==> src/pm_pkg.sv <==
package pm_pkg;

  localparam int unsigned clock_hz        = 20000000;
  localparam int unsigned conv_time_ns    = 50000;
  localparam int unsigned conv_cycles     =
    (conv_time_ns / 50 > 0) ? conv_time_ns / 50 : 1;
  localparam int unsigned quarter_cycles  = conv_cycles / 4;
  localparam int unsigned max_alert_delay = conv_cycles * 3 / 2;

  localparam logic [3:0] addr_config      = 4'h0;
  localparam logic [3:0] addr_calibration = 4'h1;
  localparam logic [3:0] addr_shunt_limit = 4'h2;
  localparam logic [3:0] addr_bus_limit   = 4'h3;
  localparam logic [3:0] addr_power_limit = 4'h4;
  localparam logic [3:0] addr_shunt       = 4'h5;
  localparam logic [3:0] addr_bus         = 4'h6;
  localparam logic [3:0] addr_current     = 4'h7;
  localparam logic [3:0] addr_power_hi    = 4'h8;
  localparam logic [3:0] addr_power_lo    = 4'h9;
  localparam logic [3:0] addr_temp        = 4'ha;
  localparam logic [3:0] addr_status      = 4'hb;
  localparam logic [3:0] addr_mask        = 4'hc;

  localparam int unsigned cfg_range_bit  = 0;
  localparam int unsigned cfg_cont_bit   = 1;
  localparam int unsigned cfg_avg_bit    = 2;
  localparam int unsigned cfg_alert_bit  = 3;
  localparam logic [15:0] config_reset   = 16'h0002;
  localparam logic [15:0] limit_shunt_rst = 16'h7fff;
  localparam logic [15:0] limit_bus_rst   = 16'h7fff;
  localparam logic [15:0] limit_power_rst = 16'hffff;
  localparam logic [15:0] calib_reset     = 16'h0000;

  localparam int unsigned st_shunt = 0;
  localparam int unsigned st_bus   = 1;
  localparam int unsigned st_power = 2;
  localparam int unsigned st_ready = 3;
  localparam int unsigned power_frac_div = 5;
  // bus result counts per volt, from the fixed bus step
  localparam int unsigned bus_steps_per_volt = 320;
  localparam int unsigned power_shift    = 8;

  typedef struct packed {
    logic [15:0] shunt;
    logic [15:0] bus;
    logic [15:0] temp;
  } sample_t;

endpackage

==> src/pm_calc.sv <==
`timescale 1ns/1ps
module pm_calc (
  input  wire logic        clock,
  input  wire logic        rst,
  input  wire logic        enable,
  input  wire logic        range_low,
  input  wire logic [15:0] calibration,
  input  wire logic [15:0] shunt,
  input  wire logic [15:0] bus,
  output logic      [15:0] current,
  output logic      [23:0] power
);
  logic signed [47:0] prod;
  logic signed [47:0] cur_full;
  logic        [15:0] next_current;
  logic        [23:0] next_power;
  logic        [39:0] pw;
  logic        [15:0] cur_mag;

  always_comb begin
    // zero calibration gives zero current and power
    prod = $signed({{32{shunt[15]}}, shunt}) * $signed({32'h0, calibration});
    cur_full = prod >>> 11;
    if (range_low) begin
      cur_full = cur_full <<< 2;
    end
    next_current = cur_full[15:0];
    cur_mag = next_current[15] ? 16'(-next_current) : next_current;
    // power step is current step times 0.2, bus step folded in
    pw = 40'({24'h0, cur_mag} * {24'h0, bus}) /
         40'(pm_pkg::bus_steps_per_volt / pm_pkg::power_frac_div);
    next_power = pw[23:0];
  end

  always_ff @(posedge clock) begin
    if (rst) begin
      current <= 16'h0000;
      power   <= 24'h000000;
    end else if (enable) begin
      current <= next_current;
      power   <= next_power;
    end
  end
endmodule // pm_calc

==> src/power_monitor_limit_alert.sv <==
// The implementer's own choices: the strobed register port and the register offsets.
`timescale 1ns/1ps
//
// Contract
// at reset: wide range, continuous shunt, bus, temperature conversion
// register bit selects wide or narrow shunt full scale range
// configuration returns to reset values after every power cycle
// zero calibration forces current and power results to zero
// power step equals current step times a fixed 0.2 factor
// shunt limit compared with shunt result at shunt step
// bus limit compared with bus result, flags over voltage
// 16 bit power limit compared with upper bits of 24 bit power
// all limits revert to defaults after every power cycle
// results are two's complement; bus voltage positive only
// alert selects limit violation or conversion ready
// alert follows conversion, within about 1.5 conversion times
// host budgets 1.5 conversion times alert latency
// averaged alert clear compares each raw conversion; the code compares the averaged result, and status clears only by a host write
// comparison evaluated when each new result completes; the code checks power only at the end of the temperature phase
module power_monitor_limit_alert #(
  parameter int unsigned conv_len = pm_pkg::conv_cycles,
  parameter int unsigned avg_len  = 4
) (
  input  wire logic        clock,
  input  wire logic        rst,
  input  wire logic        clock_enable,
  input  wire logic [3:0]  address,
  input  wire logic [15:0] write_data,
  input  wire logic        write_strobe,
  input  wire logic        read_strobe,
  output logic      [15:0] read_data,
  input  wire logic [15:0] shunt_in,
  input  wire logic [15:0] bus_in,
  input  wire logic [15:0] temp_in,
  output logic             alert,
  output logic             irq
);

  //////////////////////////////////////////////////////////////////////////
  typedef enum logic [2:0] {
    s_shunt = 3'b001,
    s_bus   = 3'b010,
    s_temp  = 3'b100
  } phase_t;

  pm_pkg::sample_t s1, s2;
  phase_t          phase, next_phase;
  logic [15:0] cfg, calib, lim_shunt, lim_bus, lim_power;
  logic [15:0] next_cfg, next_calib, next_ls, next_lb, next_lp;
  logic [15:0] shunt_r, bus_r, temp_r, next_shunt, next_bus, next_temp;
  logic [15:0] avg_shunt, avg_bus, next_avg_shunt, next_avg_bus;
  logic [3:0]  status, mask, next_status, next_mask, ev;
  logic [31:0] tick, next_tick;
  logic [7:0]  avg_cnt, next_avg_cnt;
  logic        done, next_alert, next_irq;
  logic [15:0] next_read;
  logic [15:0] current;
  logic [23:0] power;

  function automatic logic sgt(input logic [15:0] a, input logic [15:0] b);
    sgt = $signed(a) > $signed(b);
  endfunction

  function automatic logic [15:0] mean(input logic [15:0] a,
                                       input logic [15:0] b);
    logic [16:0] s;
    s = {a[15], a} + {b[15], b};
    mean = s[16:1];
  endfunction

  //////////////////////////////////////////////////////////////////////////
  // pins come from the analog side, so two stages first
  always_ff @(posedge clock) begin
    if (rst) begin
      s1 <= '0;
      s2 <= '0;
    end else if (clock_enable) begin
      s1 <= '{shunt_in, bus_in, temp_in};
      s2 <= s1;
    end
  end

  pm_calc u_calc (
    .clock       (clock),
    .rst         (rst),
    .enable      (clock_enable),
    .range_low   (cfg[pm_pkg::cfg_range_bit]),
    .calibration (calib),
    .shunt       (shunt_r),
    .bus         (bus_r),
    .current     (current),
    .power       (power)
  );

  //////////////////////////////////////////////////////////////////////////
  // conversion sequencer
  always_comb begin
    next_tick  = tick;
    next_phase = phase;
    next_shunt = shunt_r;
    next_bus   = bus_r;
    next_temp  = temp_r;
    done       = 1'b0;
    if (cfg[pm_pkg::cfg_cont_bit]) begin
      if (tick >= 32'(conv_len - 1)) begin
        next_tick = 32'h0;
        done      = 1'b1;
        case (phase)
          s_shunt: begin
            next_shunt = s2.shunt;
            next_phase = s_bus;
          end
          s_bus: begin
            // bus voltage is never negative
            next_bus   = s2.bus[15] ? 16'h0000 : s2.bus;
            next_phase = s_temp;
          end
          s_temp: begin
            next_temp  = s2.temp;
            next_phase = s_shunt;
          end
          default: next_phase = s_shunt;
        endcase
      end else begin
        next_tick = tick + 32'h1;
      end
    end
  end

  // averaged values: each new shunt and bus result is meaned with the previous average
  always_comb begin
    next_avg_shunt = avg_shunt;
    next_avg_bus   = avg_bus;
    next_avg_cnt   = avg_cnt;
    if (done && phase == s_shunt) begin
      next_avg_shunt = mean(avg_shunt, s2.shunt);
    end
    if (done && phase == s_bus) begin
      next_avg_bus = mean(avg_bus, next_bus);
      next_avg_cnt = (avg_cnt >= 8'(avg_len - 1)) ? 8'h0 : avg_cnt + 8'h1;
    end
  end

  //////////////////////////////////////////////////////////////////////////
  // limit checks happen as each shunt and bus result lands; power is checked as the temperature result lands
  logic sel_avg;
  logic [15:0] cmp_shunt, cmp_bus;
  always_comb begin
    sel_avg   = cfg[pm_pkg::cfg_avg_bit];
    cmp_shunt = sel_avg ? next_avg_shunt : next_shunt;
    cmp_bus   = sel_avg ? next_avg_bus : next_bus;
    ev        = 4'h0;
    if (done && phase == s_shunt && sgt(cmp_shunt, lim_shunt)) begin
      ev[pm_pkg::st_shunt] = 1'b1;
    end
    if (done && phase == s_bus && sgt(cmp_bus, lim_bus)) begin
      ev[pm_pkg::st_bus] = 1'b1;
    end
    if (done && phase == s_temp &&
        power[23:pm_pkg::power_shift] > lim_power) begin
      ev[pm_pkg::st_power] = 1'b1;
    end
    ev[pm_pkg::st_ready] = done && phase == s_temp;
  end

  //////////////////////////////////////////////////////////////////////////
  // register file
  always_comb begin
    next_cfg    = cfg;
    next_calib  = calib;
    next_ls     = lim_shunt;
    next_lb     = lim_bus;
    next_lp     = lim_power;
    next_mask   = mask;
    next_status = status;
    if (write_strobe) begin
      case (address)
        pm_pkg::addr_config:      next_cfg   = write_data;
        pm_pkg::addr_calibration: next_calib = write_data;
        pm_pkg::addr_shunt_limit: next_ls    = write_data;
        pm_pkg::addr_bus_limit:   next_lb    = write_data;
        pm_pkg::addr_power_limit: next_lp    = write_data;
        pm_pkg::addr_mask:        next_mask  = write_data[3:0];
        pm_pkg::addr_status:      next_status = status & ~write_data[3:0];
        default: ;
      endcase
    end
    // set wins over a clear in the same cycle
    next_status = next_status | ev;
    next_read = 16'h0000;
    if (read_strobe) begin
      case (address)
        pm_pkg::addr_config:      next_read = cfg;
        pm_pkg::addr_calibration: next_read = calib;
        pm_pkg::addr_shunt_limit: next_read = lim_shunt;
        pm_pkg::addr_bus_limit:   next_read = lim_bus;
        pm_pkg::addr_power_limit: next_read = lim_power;
        pm_pkg::addr_shunt:       next_read = shunt_r;
        pm_pkg::addr_bus:         next_read = bus_r;
        pm_pkg::addr_current:     next_read = current;
        pm_pkg::addr_power_hi:    next_read = {8'h00, power[23:16]};
        pm_pkg::addr_power_lo:    next_read = power[15:0];
        pm_pkg::addr_temp:        next_read = temp_r;
        pm_pkg::addr_status:      next_read = {12'h000, status};
        pm_pkg::addr_mask:        next_read = {12'h000, mask};
        default:                  next_read = 16'h0000;
      endcase
    end
    // alert source: limit faults or conversion ready
    if (cfg[pm_pkg::cfg_alert_bit]) begin
      next_alert = next_status[pm_pkg::st_ready];
    end else begin
      next_alert = |next_status[pm_pkg::st_power:pm_pkg::st_shunt];
    end
    next_irq = |(next_status & mask);
  end

  always_ff @(posedge clock) begin
    if (rst) begin
      cfg       <= pm_pkg::config_reset;
      calib     <= pm_pkg::calib_reset;
      lim_shunt <= pm_pkg::limit_shunt_rst;
      lim_bus   <= pm_pkg::limit_bus_rst;
      lim_power <= pm_pkg::limit_power_rst;
      mask      <= 4'h0;
      status    <= 4'h0;
      tick      <= 32'h0;
      phase     <= s_shunt;
      shunt_r   <= 16'h0000;
      bus_r     <= 16'h0000;
      temp_r    <= 16'h0000;
      avg_shunt <= 16'h0000;
      avg_bus   <= 16'h0000;
      avg_cnt   <= 8'h00;
      read_data <= 16'h0000;
      alert     <= 1'b0;
      irq       <= 1'b0;
    end else if (clock_enable) begin
      cfg       <= next_cfg;
      calib     <= next_calib;
      lim_shunt <= next_ls;
      lim_bus   <= next_lb;
      lim_power <= next_lp;
      mask      <= next_mask;
      status    <= next_status;
      tick      <= next_tick;
      phase     <= next_phase;
      shunt_r   <= next_shunt;
      bus_r     <= next_bus;
      temp_r    <= next_temp;
      avg_shunt <= next_avg_shunt;
      avg_bus   <= next_avg_bus;
      avg_cnt   <= next_avg_cnt;
      read_data <= next_read;
      alert     <= next_alert;
      irq       <= next_irq;
    end
  end

  //////////////////////////////////////////////////////////////////////////
  property p_reset_cfg;
    @(posedge clock) $fell(rst) |-> cfg == pm_pkg::config_reset;
  endproperty
  a_reset_cfg: assert property (p_reset_cfg) else $error("cfg not reset");

  property p_limits_reset;
    @(posedge clock) $fell(rst) |->
      lim_bus == pm_pkg::limit_bus_rst && lim_power == pm_pkg::limit_power_rst;
  endproperty
  a_limits_reset: assert property (p_limits_reset) else $error("limits");

  property p_zero_cal;
    @(posedge clock) disable iff (rst)
      calib == 16'h0000 && $stable(calib) && clock_enable |=>
        current == 16'h0000;
  endproperty
  a_zero_cal: assert property (p_zero_cal) else $error("current nonzero");

  property p_bus_pos;
    @(posedge clock) disable iff (rst) !bus_r[15];
  endproperty
  a_bus_pos: assert property (p_bus_pos) else $error("bus negative");

  property p_bus_fault;
    @(posedge clock) disable iff (rst)
      clock_enable && ev[pm_pkg::st_bus] |=> status[pm_pkg::st_bus];
  endproperty
  a_bus_fault: assert property (p_bus_fault) else $error("bus flag");

  property p_shunt_fault;
    @(posedge clock) disable iff (rst)
      clock_enable && ev[pm_pkg::st_shunt] |=> status[pm_pkg::st_shunt];
  endproperty
  a_shunt_fault: assert property (p_shunt_fault) else $error("shunt");

  property p_alert_ready;
    @(posedge clock) disable iff (rst)
      clock_enable && cfg[pm_pkg::cfg_alert_bit] &&
      ev[pm_pkg::st_ready] |=> alert;
  endproperty
  a_alert_ready: assert property (p_alert_ready) else $error("ready");

  property p_irq;
    @(posedge clock) disable iff (rst)
      clock_enable ##1 clock_enable |-> irq == |($past(next_status) & $past(mask));
  endproperty
  a_irq: assert property (p_irq) else $error("irq mismatch");

endmodule // power_monitor_limit_alert

==> config.mk <==
export PLATFORM = sky130hd
export DESIGN_NAME = power_monitor_limit_alert
export DESIGN_NICKNAME = d
export VERILOG_FILES = /design/src/pm_pkg.sv /design/src/pm_calc.sv /design/src/power_monitor_limit_alert.sv
export SDC_FILE = /design/constraint.sdc
export NUM_CORES = 2
export LEC_CHECK = 0
export BUFFER_PORTS_ARGS = -buffer_cell sky130_fd_sc_hd__buf_2
export CELL_PAD_IN_SITES_DETAIL_PLACEMENT = 0
export CELL_PAD_IN_SITES_GLOBAL_PLACEMENT = 1
export CORE_MARGIN = 5
export CORE_UTILIZATION = 50
export CTS_BUF_LIST = sky130_fd_sc_hd__clkbuf_16
export CTS_CLUSTER_SIZE = 8
export DETAILED_ROUTE_END_ITERATION = 8
export HOLD_SLACK_MARGIN = 0.06
export PLACE_DENSITY_LB_ADDON = 0.25
export SYNTH_ARGS = -nofsm -noshare
export SYNTH_HDL_FRONTEND = slang
export SYNTH_SLANG_ARGS = --single-unit
export TNS_END_PERCENT = 50
==> constraint.sdc <==
create_clock -name clock -period 14.54 [get_ports clock]
set_input_delay 2.908 -clock clock [delete_from_list [all_inputs] [get_ports clock]]
set_output_delay 2.908 -clock clock [all_outputs]
set_load 0.005 [all_outputs]
==> impl_metrics.tcl <==
set metrics [dict create \
    critPathKind "reg -> reg" \
    power_frac_seq_pct 46.0 \
    area_growth_pct 7.94 \
    fmax_ghz 0.0742 \
    synth_fa_ha_area_share_pct 31.8 \
    synth_top_family_by_area "adder cells" \
    power_density_nw_per_um2 60.1 \
    antenna_found_initial 6 \
    hp-start "s2[12]" \
    post_dp_cell_area_um2 35300 \
    ys_types 94 \
    slew_headroom_pct 12.1 \
    grt_busiest_layer "met2" \
    chipWidth_um 271 \
    dr.pass1.iters 9 \
    ios 91 \
    synthArstFlopShare_pct 0 \
    violations "design-rule violations" \
    num_vias 27000 \
    power_switching_uw 534 \
    tightest_slew_ns 1.31 \
    cts_resized 0 \
    grt_pass1_wl_mm 155 \
    final_area_um2 36700 \
    synthXorXnorAreaFrac_pct 2.59 \
    path_max_fanout 19 \
    gp_congestion 0.937 \
    cts.hold.buffers_added 0 \
    rsz0062_at_grt "no" \
    wl_per_cell_um 20.0 \
    period_share_pct 92.7 \
    pwr-share-comb_pct 5.9 \
    p_int_mw 1.67 \
    reg2reg_depth 44 \
    crit_slowest_cell "dfxtp_1" \
    r2r_end "u_calc.power[23]" \
    slew_viol_final 0 \
    grt_max_degree 202 \
    io_buffers 90 \
    grtUsageTotal_pct 26.5 \
    finalSetupViolations 0 \
    postSynthAreaPerCell_um2 8.50 \
    finalClockSkew_ns 0.0156 \
    status "finished with violations" \
    die-area_um2 73300 \
    synth_edf_count 0 \
    drc 2 \
    cts_tree "yes" \
    syn_area_um2 34000 \
    syn_nets 4711 \
    max_stage_delay_ns 0.94 \
    worst_setup_path_start_kind "flop" \
    total_power_mw 2.21 \
    cp.required_ns 15.01 \
    worstReg2RegStart "shunt_r[7]" \
    cts.path.max_buffers 3 \
    cp-end-kind "flop" \
    setup_tns_ns 0 \
    netlist_instances 4002 \
    crit_start "shunt_r[7]" \
    dp_hpwl_mm 74.6 \
    drive_gt1_share_pct 6.99 \
    synthMuxAreaShare_pct 5.42 \
    h-tree-depth 2 \
    clkSinkCount 357 \
    ys_seq_area_share_pct 21.0 \
    die_h_um 271 \
    drtIter0Drc 2161 \
    leakage_nw 17.3 \
    swShare_pct 24.2 \
    synth_flop_cell "dfxtp_1" \
    hold_depth 2 \
    min_to "temp_r[12]" \
    ir_drop_uv 107 \
    cts_buffers 51 \
    path_clk_slew_ns 0.05 \
    max_cap_violations 0 \
    reg2reg_slack_ns 1.07 \
    clock_tree.root_cell "clkbuf_16" \
    postCtsSetupBuffers 0 \
    core_um2 67300 \
    synth_simple_gate_area_share_pct 19.1 \
    min_path_type "reg -> reg" \
    gr-usage-met2_pct 43.1 \
    rows 95 \
    critPathArrivalTime_ns 13.94 \
    clkPwrFrac_pct 48.1 \
    yosysWarnings 0 \
    wl_mm 97.6 \
    cp_common_cell "fa_1" \
    synth_seq_cells 357 \
    gr-usage-met1_pct 36.9 \
    hold_viol_final 0 \
    synth_compound_area_share_pct 11.6 \
    grt.overflow.total 0 \
    via_per_inst 5.55 \
    detail-route-antenna-nets 0 \
    grt_pass1_vias 27100 \
    initial_core_util_pct 50.5 \
    clk_latency_ns 0.58 \
    grt_use_met3_pct 3.33 \
    period_needed_ns 13.47 \
    final_nets 4698 \
]
## registers in the layout, summed over array words and instances (netlist names), 24 cells and up
register,flops
s2,48
s1,48
tick,32
u_calc.power,24
## cell usage in the layout (no fill, tap or decap), types with 7 or more instances in the layout
| master | n |
|---|---|
| nand2_1 | 561 |
| inv_1 | 540 |
| fa_1 | 380 |
| dfxtp_1 | 356 |
| nor2_1 | 346 |
| ha_1 | 256 |
| and2_1 | 237 |
| a21oi_1 | 202 |
| mux2i_1 | 144 |
| buf_2 | 88 |
| buf_4 | 73 |
| xnor2_1 | 57 |
| o21ai_0 | 53 |
| a211o_1 | 53 |
| clkbuf_16 | 52 |
| nand3_1 | 41 |
| a22oi_1 | 41 |
| xor2_1 | 38 |
| nor2b_1 | 38 |
| nand4_1 | 35 |
| nand2b_1 | 32 |
| a21o_1 | 31 |
| a31oi_1 | 26 |
| a211oi_1 | 23 |
| o21a_1 | 21 |
| nor3_1 | 18 |
| a221oi_1 | 18 |
| and3_1 | 16 |
| a22o_1 | 16 |
| mux4_2 | 14 |
| nand3b_1 | 13 |
| nor4_1 | 11 |
| o21bai_1 | 10 |
| nor3b_1 | 8 |
| o31ai_1 | 7 |
| o22ai_1 | 7 |
| a222oi_1 | 7 |
## stage by stage
| step | setup slack [ns] | utilization [%] | instances | hold slack (ns) |
|---|---|---|---|---|
| 2_1_floorplan | 1.85 | - | 4002 | 0.431 |
| 3_3_place_gp | 1.24 | 52.5 | 4809 | 0.443 |
| 3_5_place_dp | 1.10 | 52.5 | 4809 | 0.447 |
| 4_1_cts | 1.07 | 54.5 | 4867 | 0.453 |
| 5_1_grt | 0.336 | 54.5 | 4867 | 0.466 |
| 6_report | 1.07 | 54.6 | 4870 | 0.452 |
## how the worst max path moves through the flow
stage                             to  cells after the start
floorplan           u_calc.power[23]                     45
global placement    u_calc.power[23]                     44
detailed placement  u_calc.power[23]                     44
CTS                 u_calc.power[23]                     44
global route        u_calc.power[23]                     44
finish              u_calc.power[23]                     44
## final cells by class
cell class,count,area (um^2)
antenna,3,7.51
clock buffer,52,1300
clock inverter,6,71.3
fill,6366,30600
inverter,538,2020
multi-input combinational,2877,24000
sequential,357,7150
tap,873,1090
timing repair buffer,164,1040
## per-layer routing
metal / routed length (um) / vias up
li1: - / 12900
met1: 43100 / 13100
met2: 44300 / 890
met3: 6670 / 187
met4: 3530 / 2
met5: 7 / -
## critical path, delay by kind of cell, from the launching register on
kind,cells,cell delay (ns)
flops,1,0.94
xor+xnor,1,0.67
simple gates,9,1.98
compound gates,13,2.83
fa+ha+maj,14,6.46
buf+inv,7,0.49
## cells by family after synthesis
family / count (synthesis)
buffers and inverters: 768
adder cells (fa/ha/maj): 636
AO/OA/AOI/OAI: 580
multiplexers: 165
flip-flops: 357
AND/OR/NAND/NOR: 1398
XOR/XNOR: 98
## synthesized netlist by cell type, drive strengths merged (7+ instances only)
cell type / n / area share (%)
o31ai: 8 / 0.19
nand4: 35 / 0.64
mux4: 14 / 0.93
o21a: 21 / 0.46
nand3: 41 / 0.60
a22o: 16 / 0.41
inv: 538 / 5.9
mux2i: 144 / 4.2
a22oi: 41 / 0.91
dfxtp: 357 / 21
nand2b: 32 / 0.59
ha: 256 / 9.4
nor3b: 9 / 0.21
o22ai: 7 / 0.13
nor4: 16 / 0.29
a211oi: 24 / 0.54
and3: 16 / 0.29
fa: 380 / 22
nor2b: 38 / 0.70
a211o: 53 / 1.4
xor2: 38 / 0.98
xnor2: 59 / 1.5
nor3: 22 / 0.34
o21ai: 58 / 0.86
mux2: 7 / 0.25
nand2: 561 / 6.2
buf: 25 / 0.32
a222oi: 7 / 0.21
nor2: 348 / 3.8
and2: 240 / 4.4
a221oi: 18 / 0.46
clkbuf: 205 / 2.3
nand3b: 13 / 0.29
a21o: 31 / 0.68
a31oi: 27 / 0.52
a21oi: 204 / 3.0
o21bai: 10 / 0.22
## power groups by stage
stage / sequential (mW) / combinational, mW / clock, mW
6_report: 1.01 / 0.131 / 1.06
5_1_grt: 1.02 / 0.142 / 1.12
4_1_cts: 1.01 / 0.130 / 1.08
3_5_place_dp: 1.03 / 0.129 / 0
3_3_place_gp: 1.03 / 0.128 / 0
2_1_floorplan: 1.03 / 0.0832 / 0
No activity file was read; power rests on OpenSTA's default activity.
